--- config.mk ---
export PLATFORM = sky130hd
export DESIGN_NAME = gpp_port
export DESIGN_NICKNAME = d
export VERILOG_FILES = /design/src/hdl/gpp_pkg.sv /design/src/hdl/gpp_port.sv
export SDC_FILE = /design/constraint.sdc
export NUM_CORES = 1
export LEC_CHECK = 0
export BUFFER_PORTS_ARGS = -buffer_cell sky130_fd_sc_hd__buf_2
export CORE_MARGIN = 5
export CORE_UTILIZATION = 56
export CTS_BUF_LIST = sky130_fd_sc_hd__clkbuf_8 sky130_fd_sc_hd__clkbuf_16
export CTS_CLUSTER_SIZE = 25
export DETAILED_ROUTE_END_ITERATION = 12
export GPL_ROUTABILITY_DRIVEN = 0
export PLACE_DENSITY = 0.95
export SLEW_MARGIN = 40
export SYNTH_ARGS = -nofsm -noshare
export SYNTH_HDL_FRONTEND = slang
export SYNTH_SLANG_ARGS = --single-unit
--- constraint.sdc ---
create_clock -name i_sys_clk -period 7 [get_ports i_sys_clk]
set_clock_uncertainty 0.15 [all_clocks]
set_input_delay 0.35 -clock i_sys_clk [delete_from_list [all_inputs] [get_ports i_sys_clk]]
set_output_delay 0.35 -clock i_sys_clk [all_outputs]
set_load 0.05 [all_outputs]
--- src/hdl/gpp_pkg.sv ---
// gpp_pkg: constants for the general purpose io port block
// assumes: apb3 slave with 32-bit data, byte addressed words
package gpp_pkg;

  //--------------------------------------------------------------
  // sizes
  //--------------------------------------------------------------
  localparam int GPP_NUM_PINS = 8;
  localparam int GPP_NUM_VEC  = 7;
  localparam int GPP_VEC_W    = 3;
  localparam int GPP_SENS_W   = 2 * GPP_NUM_VEC;
  localparam int GPP_ADDR_W   = 12;
  localparam int GPP_DATA_W   = 32;

  //--------------------------------------------------------------
  // register byte offsets
  //--------------------------------------------------------------
  localparam logic [GPP_ADDR_W-1:0] GPP_OFS_DATA = 12'h000;
  localparam logic [GPP_ADDR_W-1:0] GPP_OFS_DIR  = 12'h004;
  localparam logic [GPP_ADDR_W-1:0] GPP_OFS_OPT  = 12'h008;
  localparam logic [GPP_ADDR_W-1:0] GPP_OFS_SENS = 12'h00C;
  localparam logic [GPP_ADDR_W-1:0] GPP_OFS_PEND = 12'h010;

  //--------------------------------------------------------------
  // reset values
  //--------------------------------------------------------------
  localparam logic [GPP_NUM_PINS-1:0] GPP_RST_DATA = 8'hFF;
  localparam logic [GPP_NUM_PINS-1:0] GPP_RST_DIR  = 8'h00;
  localparam logic [GPP_NUM_PINS-1:0] GPP_RST_OPT  = 8'h00;
  localparam logic [GPP_SENS_W-1:0]   GPP_RST_SENS = 14'h0000;

  //--------------------------------------------------------------
  // edge sensitivity codes, one 2-bit field per vector
  //--------------------------------------------------------------
  typedef enum logic [1:0] {
    GPP_SENS_FALL_LOW = 2'b00,
    GPP_SENS_RISE     = 2'b01,
    GPP_SENS_FALL     = 2'b10,
    GPP_SENS_BOTH     = 2'b11
  } gpp_sens_t;

  // pin to vector map, 3 bits per pin, 7 = no interrupt capability
  localparam logic [GPP_NUM_PINS*GPP_VEC_W-1:0] GPP_PIN_VEC =
    24'hED2C40;
  localparam logic [GPP_VEC_W-1:0] GPP_VEC_NONE = 3'h7;

endpackage : gpp_pkg

--- src/hdl/gpp_port.sv ---
// gpp_port: 8-pin general purpose io port with external interrupts
// assumes: apb3 master on i_sys_clk, pad logic resolves pin from
// o_pin_out/o_pin_oe/o_pin_pullup, cpu gives vector fetch pulses
//
// Summary of operation
// - eight pins, each set by software as input or output.
// - bit x of direction, latch and option registers steers pin x.
// - direction zero makes input; data read returns sampled pin level.
// - latch writes in input mode store only, pin stays undriven.
// - option bit in input mode selects floating or pull-up.
// - option set on capable input pin makes it an interrupt source.
// - edge sensitivity selectable per vector by control register.
// - up to seven vectors, several pins may share one.
// - shared pins are ANDed before edge detection; one low masks others.
// - vector fetch clears that vector's pending request.
// - changing a vector's sensitivity bits clears its pending request.
// - direction one makes output driven from the data latch.
// - data read in output mode returns the latch, not the pin.
// - option bit in output mode selects open-drain or push-pull.
// - latch 0 drives low; latch 1 drives high or releases (open-drain).
// - peripheral alternate output forces output and overrides port.
// - under alternate drive data reg returns the alternate output, not the pin.
// - direction/option pairs: 00 float, 01 pull-up, 10 od, 11 pp.
// - request reaches cpu only if configured and global mask clear.
// - input pin with alternate output enabled reads alternate state.
`timescale 1ns/1ps
module gpp_port
  import gpp_pkg::*;
#(
  parameter int                               NUM_PINS = GPP_NUM_PINS,
  parameter int                               NUM_VEC  = GPP_NUM_VEC,
  parameter logic [GPP_NUM_PINS*GPP_VEC_W-1:0] PIN_VEC = GPP_PIN_VEC
) (
  // clock and reset
  input  wire logic                  i_sys_clk,
  input  wire logic                  i_rst_n,
  // apb slave
  input  wire logic                  i_psel,
  input  wire logic                  i_penable,
  input  wire logic                  i_pwrite,
  input  wire logic [GPP_ADDR_W-1:0] i_paddr,
  input  wire logic [GPP_DATA_W-1:0] i_pwdata,
  output logic      [GPP_DATA_W-1:0] o_prdata,
  output logic                       o_pready,
  output logic                       o_pslverr,
  // pins
  input  wire logic [NUM_PINS-1:0]   i_pin_in,
  output logic      [NUM_PINS-1:0]   o_pin_out,
  output logic      [NUM_PINS-1:0]   o_pin_oe,
  output logic      [NUM_PINS-1:0]   o_pin_pullup,
  // peripheral alternate functions
  input  wire logic [NUM_PINS-1:0]   i_alt_oe,
  input  wire logic [NUM_PINS-1:0]   i_alt_out,
  output logic      [NUM_PINS-1:0]   o_alt_in,
  // cpu interrupt side
  input  wire logic                  i_cpu_int_mask,
  input  wire logic [NUM_VEC-1:0]    i_vec_fetch,
  output logic      [NUM_VEC-1:0]    o_ext_irq
);

  //--------------------------------------------------------------
  // reset release
  //--------------------------------------------------------------
  logic [1:0] rst_sync_r;
  logic       rst_n;

  always_ff @(posedge i_sys_clk or negedge i_rst_n) begin
    if (!i_rst_n) rst_sync_r <= 2'b00;
    else          rst_sync_r <= {rst_sync_r[0], 1'b1};
  end
  assign rst_n = rst_sync_r[1];

  //--------------------------------------------------------------
  // pin input synchroniser
  //--------------------------------------------------------------
  logic [NUM_PINS-1:0] pin_meta_r;
  logic [NUM_PINS-1:0] pin_sync_r;

  always_ff @(posedge i_sys_clk or negedge rst_n) begin
    if (!rst_n) begin
      pin_meta_r <= '0;
      pin_sync_r <= '0;
    end else begin
      pin_meta_r <= i_pin_in;
      pin_sync_r <= pin_meta_r;
    end
  end

  //--------------------------------------------------------------
  // apb decode
  //--------------------------------------------------------------
  logic                  setup;
  logic                  wr_en;
  logic                  hit_data;
  logic                  hit_dir;
  logic                  hit_opt;
  logic                  hit_sens;
  logic                  hit_pend;
  logic                  mapped;

  assign setup    = i_psel & ~i_penable;
  assign wr_en    = i_psel & i_penable & i_pwrite;
  assign hit_data = (i_paddr == GPP_OFS_DATA);
  assign hit_dir  = (i_paddr == GPP_OFS_DIR);
  assign hit_opt  = (i_paddr == GPP_OFS_OPT);
  assign hit_sens = (i_paddr == GPP_OFS_SENS);
  assign hit_pend = (i_paddr == GPP_OFS_PEND);
  assign mapped   = hit_data | hit_dir | hit_opt | hit_sens | hit_pend;

  //--------------------------------------------------------------
  // configuration registers
  //--------------------------------------------------------------
  logic [NUM_PINS-1:0]   latch_r;
  logic [NUM_PINS-1:0]   dir_r;
  logic [NUM_PINS-1:0]   opt_r;
  logic [GPP_SENS_W-1:0] sens_r;
  logic [GPP_SENS_W-1:0] sens_nxt;

  assign sens_nxt = i_pwdata[GPP_SENS_W-1:0];

  // latch writes store even in input mode; pin drive gated by dir
  always_ff @(posedge i_sys_clk or negedge rst_n) begin
    if (!rst_n) begin
      latch_r <= GPP_RST_DATA;
      dir_r   <= GPP_RST_DIR;
      opt_r   <= GPP_RST_OPT;
      sens_r  <= GPP_RST_SENS;
    end else begin
      if (wr_en && hit_data) latch_r <= i_pwdata[NUM_PINS-1:0];
      if (wr_en && hit_dir)  dir_r   <= i_pwdata[NUM_PINS-1:0];
      if (wr_en && hit_opt)  opt_r   <= i_pwdata[NUM_PINS-1:0];
      if (wr_en && hit_sens) sens_r  <= sens_nxt;
    end
  end

  //--------------------------------------------------------------
  // pin drive and read-back
  //--------------------------------------------------------------
  logic [NUM_PINS-1:0] out_nxt;
  logic [NUM_PINS-1:0] oe_nxt;
  logic [NUM_PINS-1:0] pull_nxt;
  logic [NUM_PINS-1:0] rd_data;
  logic [NUM_PINS-1:0] od_high;
  logic [NUM_PINS-1:0] pp_mode;

  assign pp_mode = dir_r & opt_r & ~i_alt_oe;
  assign od_high = dir_r & ~opt_r & latch_r & ~i_alt_oe;
  // alternate output wins over port settings
  assign out_nxt = (i_alt_oe & i_alt_out) | (~i_alt_oe & latch_r);
  assign oe_nxt  = i_alt_oe | (dir_r & (opt_r | ~latch_r));
  assign pull_nxt = ~dir_r & opt_r & ~i_alt_oe;
  // read: alternate state, else latch for outputs, pin for inputs
  assign rd_data = (i_alt_oe & i_alt_out)
                 | (~i_alt_oe & dir_r & latch_r)
                 | (~i_alt_oe & ~dir_r & pin_sync_r);

  always_ff @(posedge i_sys_clk or negedge rst_n) begin
    if (!rst_n) begin
      o_pin_out    <= '0;
      o_pin_oe     <= '0;
      o_pin_pullup <= '0;
      o_alt_in     <= '0;
    end else begin
      o_pin_out    <= out_nxt;
      o_pin_oe     <= oe_nxt;
      o_pin_pullup <= pull_nxt;
      o_alt_in     <= pin_sync_r;
    end
  end

  //--------------------------------------------------------------
  // external interrupt sources
  //--------------------------------------------------------------
  logic [NUM_PINS-1:0] int_en;
  logic [NUM_VEC-1:0]  comb_lvl;
  logic [NUM_VEC-1:0]  prev_lvl_r;
  logic [NUM_VEC-1:0]  evt;
  logic [NUM_VEC-1:0]  sens_chg;
  logic [NUM_VEC-1:0]  pend_r;
  logic [NUM_VEC-1:0]  pend_nxt;

  genvar gp;
  genvar gv;
  generate
    for (gp = 0; gp < NUM_PINS; gp++) begin : g_pin
      // capable pin, input, option set, no alternate drive
      assign int_en[gp] = ~dir_r[gp] & opt_r[gp] & ~i_alt_oe[gp]
                        & (PIN_VEC[gp*GPP_VEC_W +: GPP_VEC_W]
                           != GPP_VEC_NONE);
    end
    for (gv = 0; gv < NUM_VEC; gv++) begin : g_vec
      logic [NUM_PINS-1:0] sel;
      logic [1:0]          mode;
      for (gp = 0; gp < NUM_PINS; gp++) begin : g_sel
        assign sel[gp] = int_en[gp]
          & (PIN_VEC[gp*GPP_VEC_W +: GPP_VEC_W]
             == GPP_VEC_W'(gv));
      end
      // AND of shared pins; idle high when none selected
      assign comb_lvl[gv] = &(pin_sync_r | ~sel);
      assign mode = sens_r[2*gv +: 2];
      // one continuous driver per vector bit; code 00 is low level
      assign evt[gv] =
          (mode == GPP_SENS_RISE) ? (comb_lvl[gv] & ~prev_lvl_r[gv])
        : (mode == GPP_SENS_FALL) ? (~comb_lvl[gv] & prev_lvl_r[gv])
        : (mode == GPP_SENS_BOTH) ? (comb_lvl[gv] ^ prev_lvl_r[gv])
        : ~comb_lvl[gv];
      assign sens_chg[gv] = wr_en & hit_sens
                          & (sens_nxt[2*gv +: 2] != mode);
    end
  endgenerate

  // new event wins over fetch and sensitivity clears
  assign pend_nxt = evt | (pend_r & ~i_vec_fetch & ~sens_chg);

  always_ff @(posedge i_sys_clk or negedge rst_n) begin
    if (!rst_n) begin
      prev_lvl_r <= '1;
      pend_r     <= '0;
      o_ext_irq  <= '0;
    end else begin
      prev_lvl_r <= comb_lvl;
      pend_r     <= pend_nxt;
      o_ext_irq  <= pend_nxt & {NUM_VEC{~i_cpu_int_mask}};
    end
  end

  //--------------------------------------------------------------
  // apb read data and answer
  //--------------------------------------------------------------
  logic [GPP_DATA_W-1:0] rd_word;

  assign rd_word =
      hit_data ? GPP_DATA_W'(rd_data)
    : hit_dir  ? GPP_DATA_W'(dir_r)
    : hit_opt  ? GPP_DATA_W'(opt_r)
    : hit_sens ? GPP_DATA_W'(sens_r)
    : hit_pend ? GPP_DATA_W'(pend_r)
    : '0;

  // data captured in setup, answered in the first access cycle
  always_ff @(posedge i_sys_clk or negedge rst_n) begin
    if (!rst_n) begin
      o_prdata  <= '0;
      o_pslverr <= 1'b0;
    end else if (setup) begin
      o_prdata  <= i_pwrite ? '0 : rd_word;
      o_pslverr <= ~mapped;
    end
  end
  assign o_pready = 1'b1;
endmodule : gpp_port

==> impl_metrics.tcl, run 1 <==
set metrics [dict create \
    grt-ovfl-total 0 \
    postRouteAntennaNets 0 \
    finalNetCount 694 \
    coreArea_sq_um 9680 \
    chipHeight_microns 109 \
    die_x_microns 109 \
    dr.pass1.iters 5 \
    root_buffer "clkbuf_8" \
    syn_area_per_cell_sq_um 12.8 \
    async_flop_share_pct 100 \
    cellLeakagePower_nw 3.56 \
    fin_crit_sh_pct 33.7 \
    critPathKind "in -> reg" \
    cp_max_fo 5 \
    finalSetupTns_ns 0 \
    area.growth.synth_to_final_pct 32.1 \
    synth-seq-area-share_pct 55.5 \
    grt_max_degree 62 \
    dpl.cell_count 668 \
    clk_path_buf_depth 2 \
    post-route-min-period_ns 2.36 \
    portBuffers 116 \
    grt_pass1_wl_microns 21900 \
    vias 4082 \
    status "finished clean" \
    hpwlAfterDp_microns 9050 \
    path_clk_slew_ns 0.06 \
    reg.largest.list "o_prdata (14), sens_r (14)" \
    vias_per_cell 5.45 \
    tightest_slew_ns 0.840 \
    irDropWorstVdd_uv 143 \
    grt_pass1_vias 4293 \
    fill_cells 588 \
    initial_core_util_pct 57.1 \
    synthFlopType "dfrtp_1" \
    drv_slew 0 \
    clock-sinks 122 \
    cp-end-kind "flip-flop" \
    synthDistinctLibCells 43 \
    rows 36 \
    maxCapViolations 0 \
    cts_tree "done" \
    rsz0062_at_grt "no" \
    crit_arrival_ns 2.65 \
    drt_iter0_drc 180 \
    n_antenna_cell 0 \
    cts_max_level 4 \
    relSlewSlack_pct 43.5 \
    placed_area_sq_um 6150 \
    postLayoutCellArea_sq_um 7300 \
    ys_ff_latch 122 \
    syn_area_sq_um 5530 \
    netlist_instances 432 \
    layout_commonest_cell "buf_2" \
    fmax_mhz 424 \
    drive_gt1_share_pct 39.0 \
    pin_count 154 \
    synth_edf_count 0 \
    min_path_type "reg -> async" \
    power_per_cell_area_nw_per_um2 250 \
    clk_latency_ns 0.52 \
    finalPower_mw 1.82 \
    cp-start-kind "input port" \
    hold_violations 0 \
    route.detailed.wl_per_inst_microns 18.6 \
    layout_common_cells "116 x buf_2, 108 x dfrtp_1, 53 x mux2_2" \
    grt_usage_pct 24.6 \
    antenna_found_initial 0 \
    wirelength_microns 14000 \
    cts-buffers-inserted 17 \
    ys_warn_count 0 \
    final_cells 749 \
    die-area_sq_um 12000 \
    crit_required_ns 7.28 \
    drcViolationCount 0 \
    setup_viol 0 \
]
-- cell families after synthesis --
logic type / after synthesis / synth area share (%)
buf+inv: 58 / 5.50
flops: 122 / 55.5
mux: 72 / 15.4
compound gates: 69 / 8.53
other cells: 2 / 0.136
xor+xnor: 14 / 2.22
fa+ha+maj: 10 / 2.26
simple gates: 85 / 10.4
-- per-stage QoR --
stage / setup WS [ns] / hold WS (ns) / util (%)
after CTS: 4.64 / 0.0410 / 75.0
final: 4.64 / 0.0478 / 75.4
after global placement: 4.45 / -0.0144 / 63.4
after global routing: 4.43 / 0.0611 / 75.4
after floorplan: 3.22 / -0.0956 / -
after detailed placement: 4.40 / -0.0125 / 63.5
-- synth_stat cells (all sizes together), types with 10 or more instances --
cell	n	area share [%]
nand2b	21	2.4
ha	10	2.3
mux2	61	13
inv	25	1.7
nor2	10	0.68
dfrtp	109	49
a21oi	17	1.5
xnor2	14	2.2
dfstp	13	6.2
buf	24	3.2
nand2	13	0.88
-- path summary, 6_finish.rpt --
path | from | to | slack [ns] | cells past startpoint
min reg2reg | rst_sync_r[1] | o_pin_out[0] | 0.05 | 0
min | rst_sync_r[1] | o_pin_out[0] | 0.05 | 0
min in group i_sys_clk | i_cpu_int_mask | o_ext_irq[4] | 0.05 | 2
max reg2reg | dir_r[3] | o_ext_irq[6] | 4.70 | 7
max in group asynchronous | rst_sync_r[1] | latch_r[1] | 5.44 | 3
max | i_alt_oe[3] | o_ext_irq[6] | 4.64 | 9
-- metal layers --
layer | vias up | global-route usage [%] | share of wire [%]
met5 | - | 0 | 0
met4 | 0 | 10.8 | 2.9
met3 | 36 | 6.69 | 7.0
met2 | 171 | 43.2 | 53
met1 | 2039 | 28.2 | 38
li1 | 1836 | - | -
-- report_power, final --
group          internal [mW]  switching, mW  leakage (nW)  total, mW
clock                  0.630          0.308         0.325      0.938
combinational         0.0549          0.105          1.66      0.160
sequential             0.720        0.00746          1.57      0.727
total                   1.40          0.420          3.56       1.82
-- what timing repair did --
item / in CTS / in global routing
endpoints found under the setup margin: 0 / 0
hold buffers: 47 / 0
endpoints found under the hold margin: 81 / 0
resized for setup: 0 / 0
buffers inserted: 0 / 0
-- worst max-delay path: stages --
cell and delay [ns]:
dlygate4sd3_1 0.52, buf_2 0.15, nor4b_1 0.63, inv_1 0.17, ha_1 0.32, nand2_1 0.05
o21ai_0 0.08, a22o_1 0.20, o22ai_1 0.17
-- final cells by class --
class | instances | area, sq um | area share (%)
tap | 133 | 166 | 2.28
clock buffer | 19 | 442 | 6.05
multi-input combinational | 270 | 2220 | 30.4
sequential | 122 | 3070 | 42.1
timing repair buffer | 167 | 1110 | 15.1
clock inverter | 13 | 199 | 2.72
inverter | 25 | 93.8 | 1.29
Note: power is estimated with default switching activity, not from simulation.
==> run 2: changes to the inputs <==
--- a/config.mk
+++ b/config.mk
@@ -7,12 +7,12 @@
 export LEC_CHECK = 0
 export BUFFER_PORTS_ARGS = -buffer_cell sky130_fd_sc_hd__buf_2
 export CORE_MARGIN = 5
-export CORE_UTILIZATION = 56
+export CORE_UTILIZATION = 52
 export CTS_BUF_LIST = sky130_fd_sc_hd__clkbuf_8 sky130_fd_sc_hd__clkbuf_16
 export CTS_CLUSTER_SIZE = 25
 export DETAILED_ROUTE_END_ITERATION = 12
 export GPL_ROUTABILITY_DRIVEN = 0
-export PLACE_DENSITY = 0.95
+export PLACE_DENSITY = 0.9
 export SLEW_MARGIN = 40
 export SYNTH_ARGS = -nofsm -noshare
 export SYNTH_HDL_FRONTEND = slang
==> constraint.sdc (replaced) <==
create_clock -name i_sys_clk -period 2.2 [get_ports i_sys_clk]
set_clock_uncertainty 0.15 [all_clocks]
set_input_delay 0.11 -clock i_sys_clk [delete_from_list [all_inputs] [get_ports i_sys_clk]]
set_output_delay 0.11 -clock i_sys_clk [all_outputs]
set_load 0.05 [all_outputs]
==> impl_metrics.tcl, run 2 (synthesis gave the netlist of run 1 again) <==
set metrics [dict create \
    status "finished clean" \
    clk_latency_ns 0.53 \
    drcViolationCount 0 \
    hold_violations 0 \
    grt_max_degree 48 \
    cts_max_level 4 \
    reg.largest.list "o_prdata (14), sens_r (14)" \
    rsz0062_at_grt "no" \
    pin_count 154 \
    root_buffer "clkbuf_8" \
    area.growth.synth_to_final_pct 36.8 \
    vias 4228 \
    irDropWorstVdd_uv 686 \
    fmax_mhz 482 \
    critPathKind "in -> reg" \
    relSlewSlack_pct 54.0 \
    coreArea_sq_um 10400 \
    cp_max_fo 4 \
    clk_path_buf_depth 2 \
    slowest_delay_ns 0.64 \
    clkPwrFrac_pct 48.9 \
    power_per_cell_area_nw_per_um2 734 \
    layout_commonest_cell "buf_2" \
    power_frac_seq_pct 41.8 \
    clock-sinks 122 \
    cellLeakagePower_nw 3.67 \
    cp-end-kind "flip-flop" \
    antenna_found_initial 1 \
    drive_gt1_share_pct 40.5 \
    drv_slew 0 \
    postRouteAntennaNets 0 \
    finalPower_mw 5.55 \
    rows 37 \
    min_path_type "in -> reg" \
    route.detailed.wl_per_inst_microns 17.6 \
    cp_cell_sequence "dlygate4sd3_1 -> buf_2 -> nor3_2 -> nand4_2 -> buf_4 -> dlygate4sd3_1 -> mux2_2" \
    die_x_microns 113 \
    layout_common_cells "116 x buf_2, 108 x dfrtp_1, 63 x dlygate4sd3_1" \
    internal_power_mw 4.15 \
    drt_iter0_drc 232 \
    swShare_pct 25.2 \
    tightest_slew_ns 0.684 \
    crit_required_ns 2.46 \
    finalSetupTns_ns 0 \
    portBuffers 116 \
    path_clk_slew_ns 0.06 \
    chipHeight_microns 113 \
    cts_tree "done" \
    crit_arrival_ns 2.34 \
    grt_pass1_wl_microns 22900 \
    cp-start-kind "input port" \
    combPwrFrac_pct 9.3 \
    initial_core_util_pct 53.3 \
    wirelength_microns 13900 \
    grt-ovfl-total 0 \
    grt_usage_pct 22.8 \
    hpwlAfterDp_microns 9000 \
    finalNetCount 728 \
    cts-buffers-inserted 17 \
    die-area_sq_um 12800 \
    grt_pass1_vias 4595 \
    switching_power_mw 1.40 \
    dr.pass1.iters 5 \
    slowest_stage "dlygate4sd3_1" \
    fin_crit_sh_pct 94.3 \
    vias_per_cell 5.37 \
    cts_setup_buffers 0 \
    maxCapViolations 0 \
    cp_common_cell "dlygate4sd3_1" \
    setup_viol 0 \
    post-route-min-period_ns 2.08 \
]
run 2: changes by cell type in the layout (fill, tap and decap cells not counted), sizes merged:
cell	previous run	this run
inv	28	27
bufinv	5	2
buf	120	138
diode	0	1
dlygate4sd3	47	63
clkinvlp	0	4
run 2: final timing paths:
| path | from | slack [ns] | endpoint | depth (start not counted) |
|---|---|---|---|---|
| min in group asynchronous | rst_sync_r[1] | 0.17 | pin_meta_r[0] | 0 |
| hold / removal | i_paddr[4] | 0.03 | o_prdata[3] | 3 |
| hold reg to reg | rst_sync_r[1] | 0.17 | pin_meta_r[0] | 0 |
| setup reg to reg | opt_r[5] | 0.14 | o_ext_irq[2] | 6 |
| setup / recovery | i_paddr[5] | 0.12 | sens_r[7] | 7 |
| max in group asynchronous | rst_sync_r[1] | 1.02 | latch_r[3] | 1 |
run 2: per-stage QoR:
step | setup WS (ns) | utilization (%) | instances | instance area [sq um] | hold WS [ns]
2_1_floorplan | 0.0274 | - | 450 | 5600 | -0.336
5_1_grt | 0.0100 | 72.9 | 787 | 7560 | 0.0268
3_5_place_dp | 0.119 | 61.0 | 691 | 6330 | -0.252
6_report | 0.125 | 72.9 | 787 | 7560 | 0.0341
3_3_place_gp | 0.207 | 61.0 | 691 | 6330 | -0.255
4_1_cts | 0.0813 | 72.8 | 786 | 7550 | 0.000192
run 2: worst max-delay path: cells and delay by family:
kind	cells	cell delay, ns
buffers and inverters	4	1.48
AND/OR/NAND/NOR	2	0.45
multiplexers	1	0.30
run 2: final cells by class:
cell class	count	area [sq um]
multi-input combinational	270	2240
clock buffer	19	442
sequential	122	3070
tap	136	170
fill	673	2810
timing repair buffer	201	1400
clock inverter	13	144
inverter	25	93.8
antenna	1	2.50
run 2: what timing repair did:
item,4_1_cts,5_1_grt
resized for setup,0,3
endpoints found under the hold margin,105,0
setup endpoints to repair,0,4
hold buffers,63,0
run 2: routing by layer:
metal	track usage [%]	part of all wire, %	vias up	wire [microns]
li1	-	-	1905	-
met1	27.7	38	2083	5340
met2	38.1	51	193	7120
met3	6.52	7.4	47	1020
met4	10.0	2.9	0	398
met5	0	0	-	0
run 2: power by group through the flow:
stage          sequential (mW)  combinational, mW  clock, mW
6_report                  2.32              0.515       2.72
5_1_grt                   2.33              0.549       2.87
4_1_cts                   2.32              0.512       2.75
3_5_place_dp              2.36              0.434          0
3_3_place_gp              2.36              0.426          0
2_1_floorplan             2.46              0.196          0
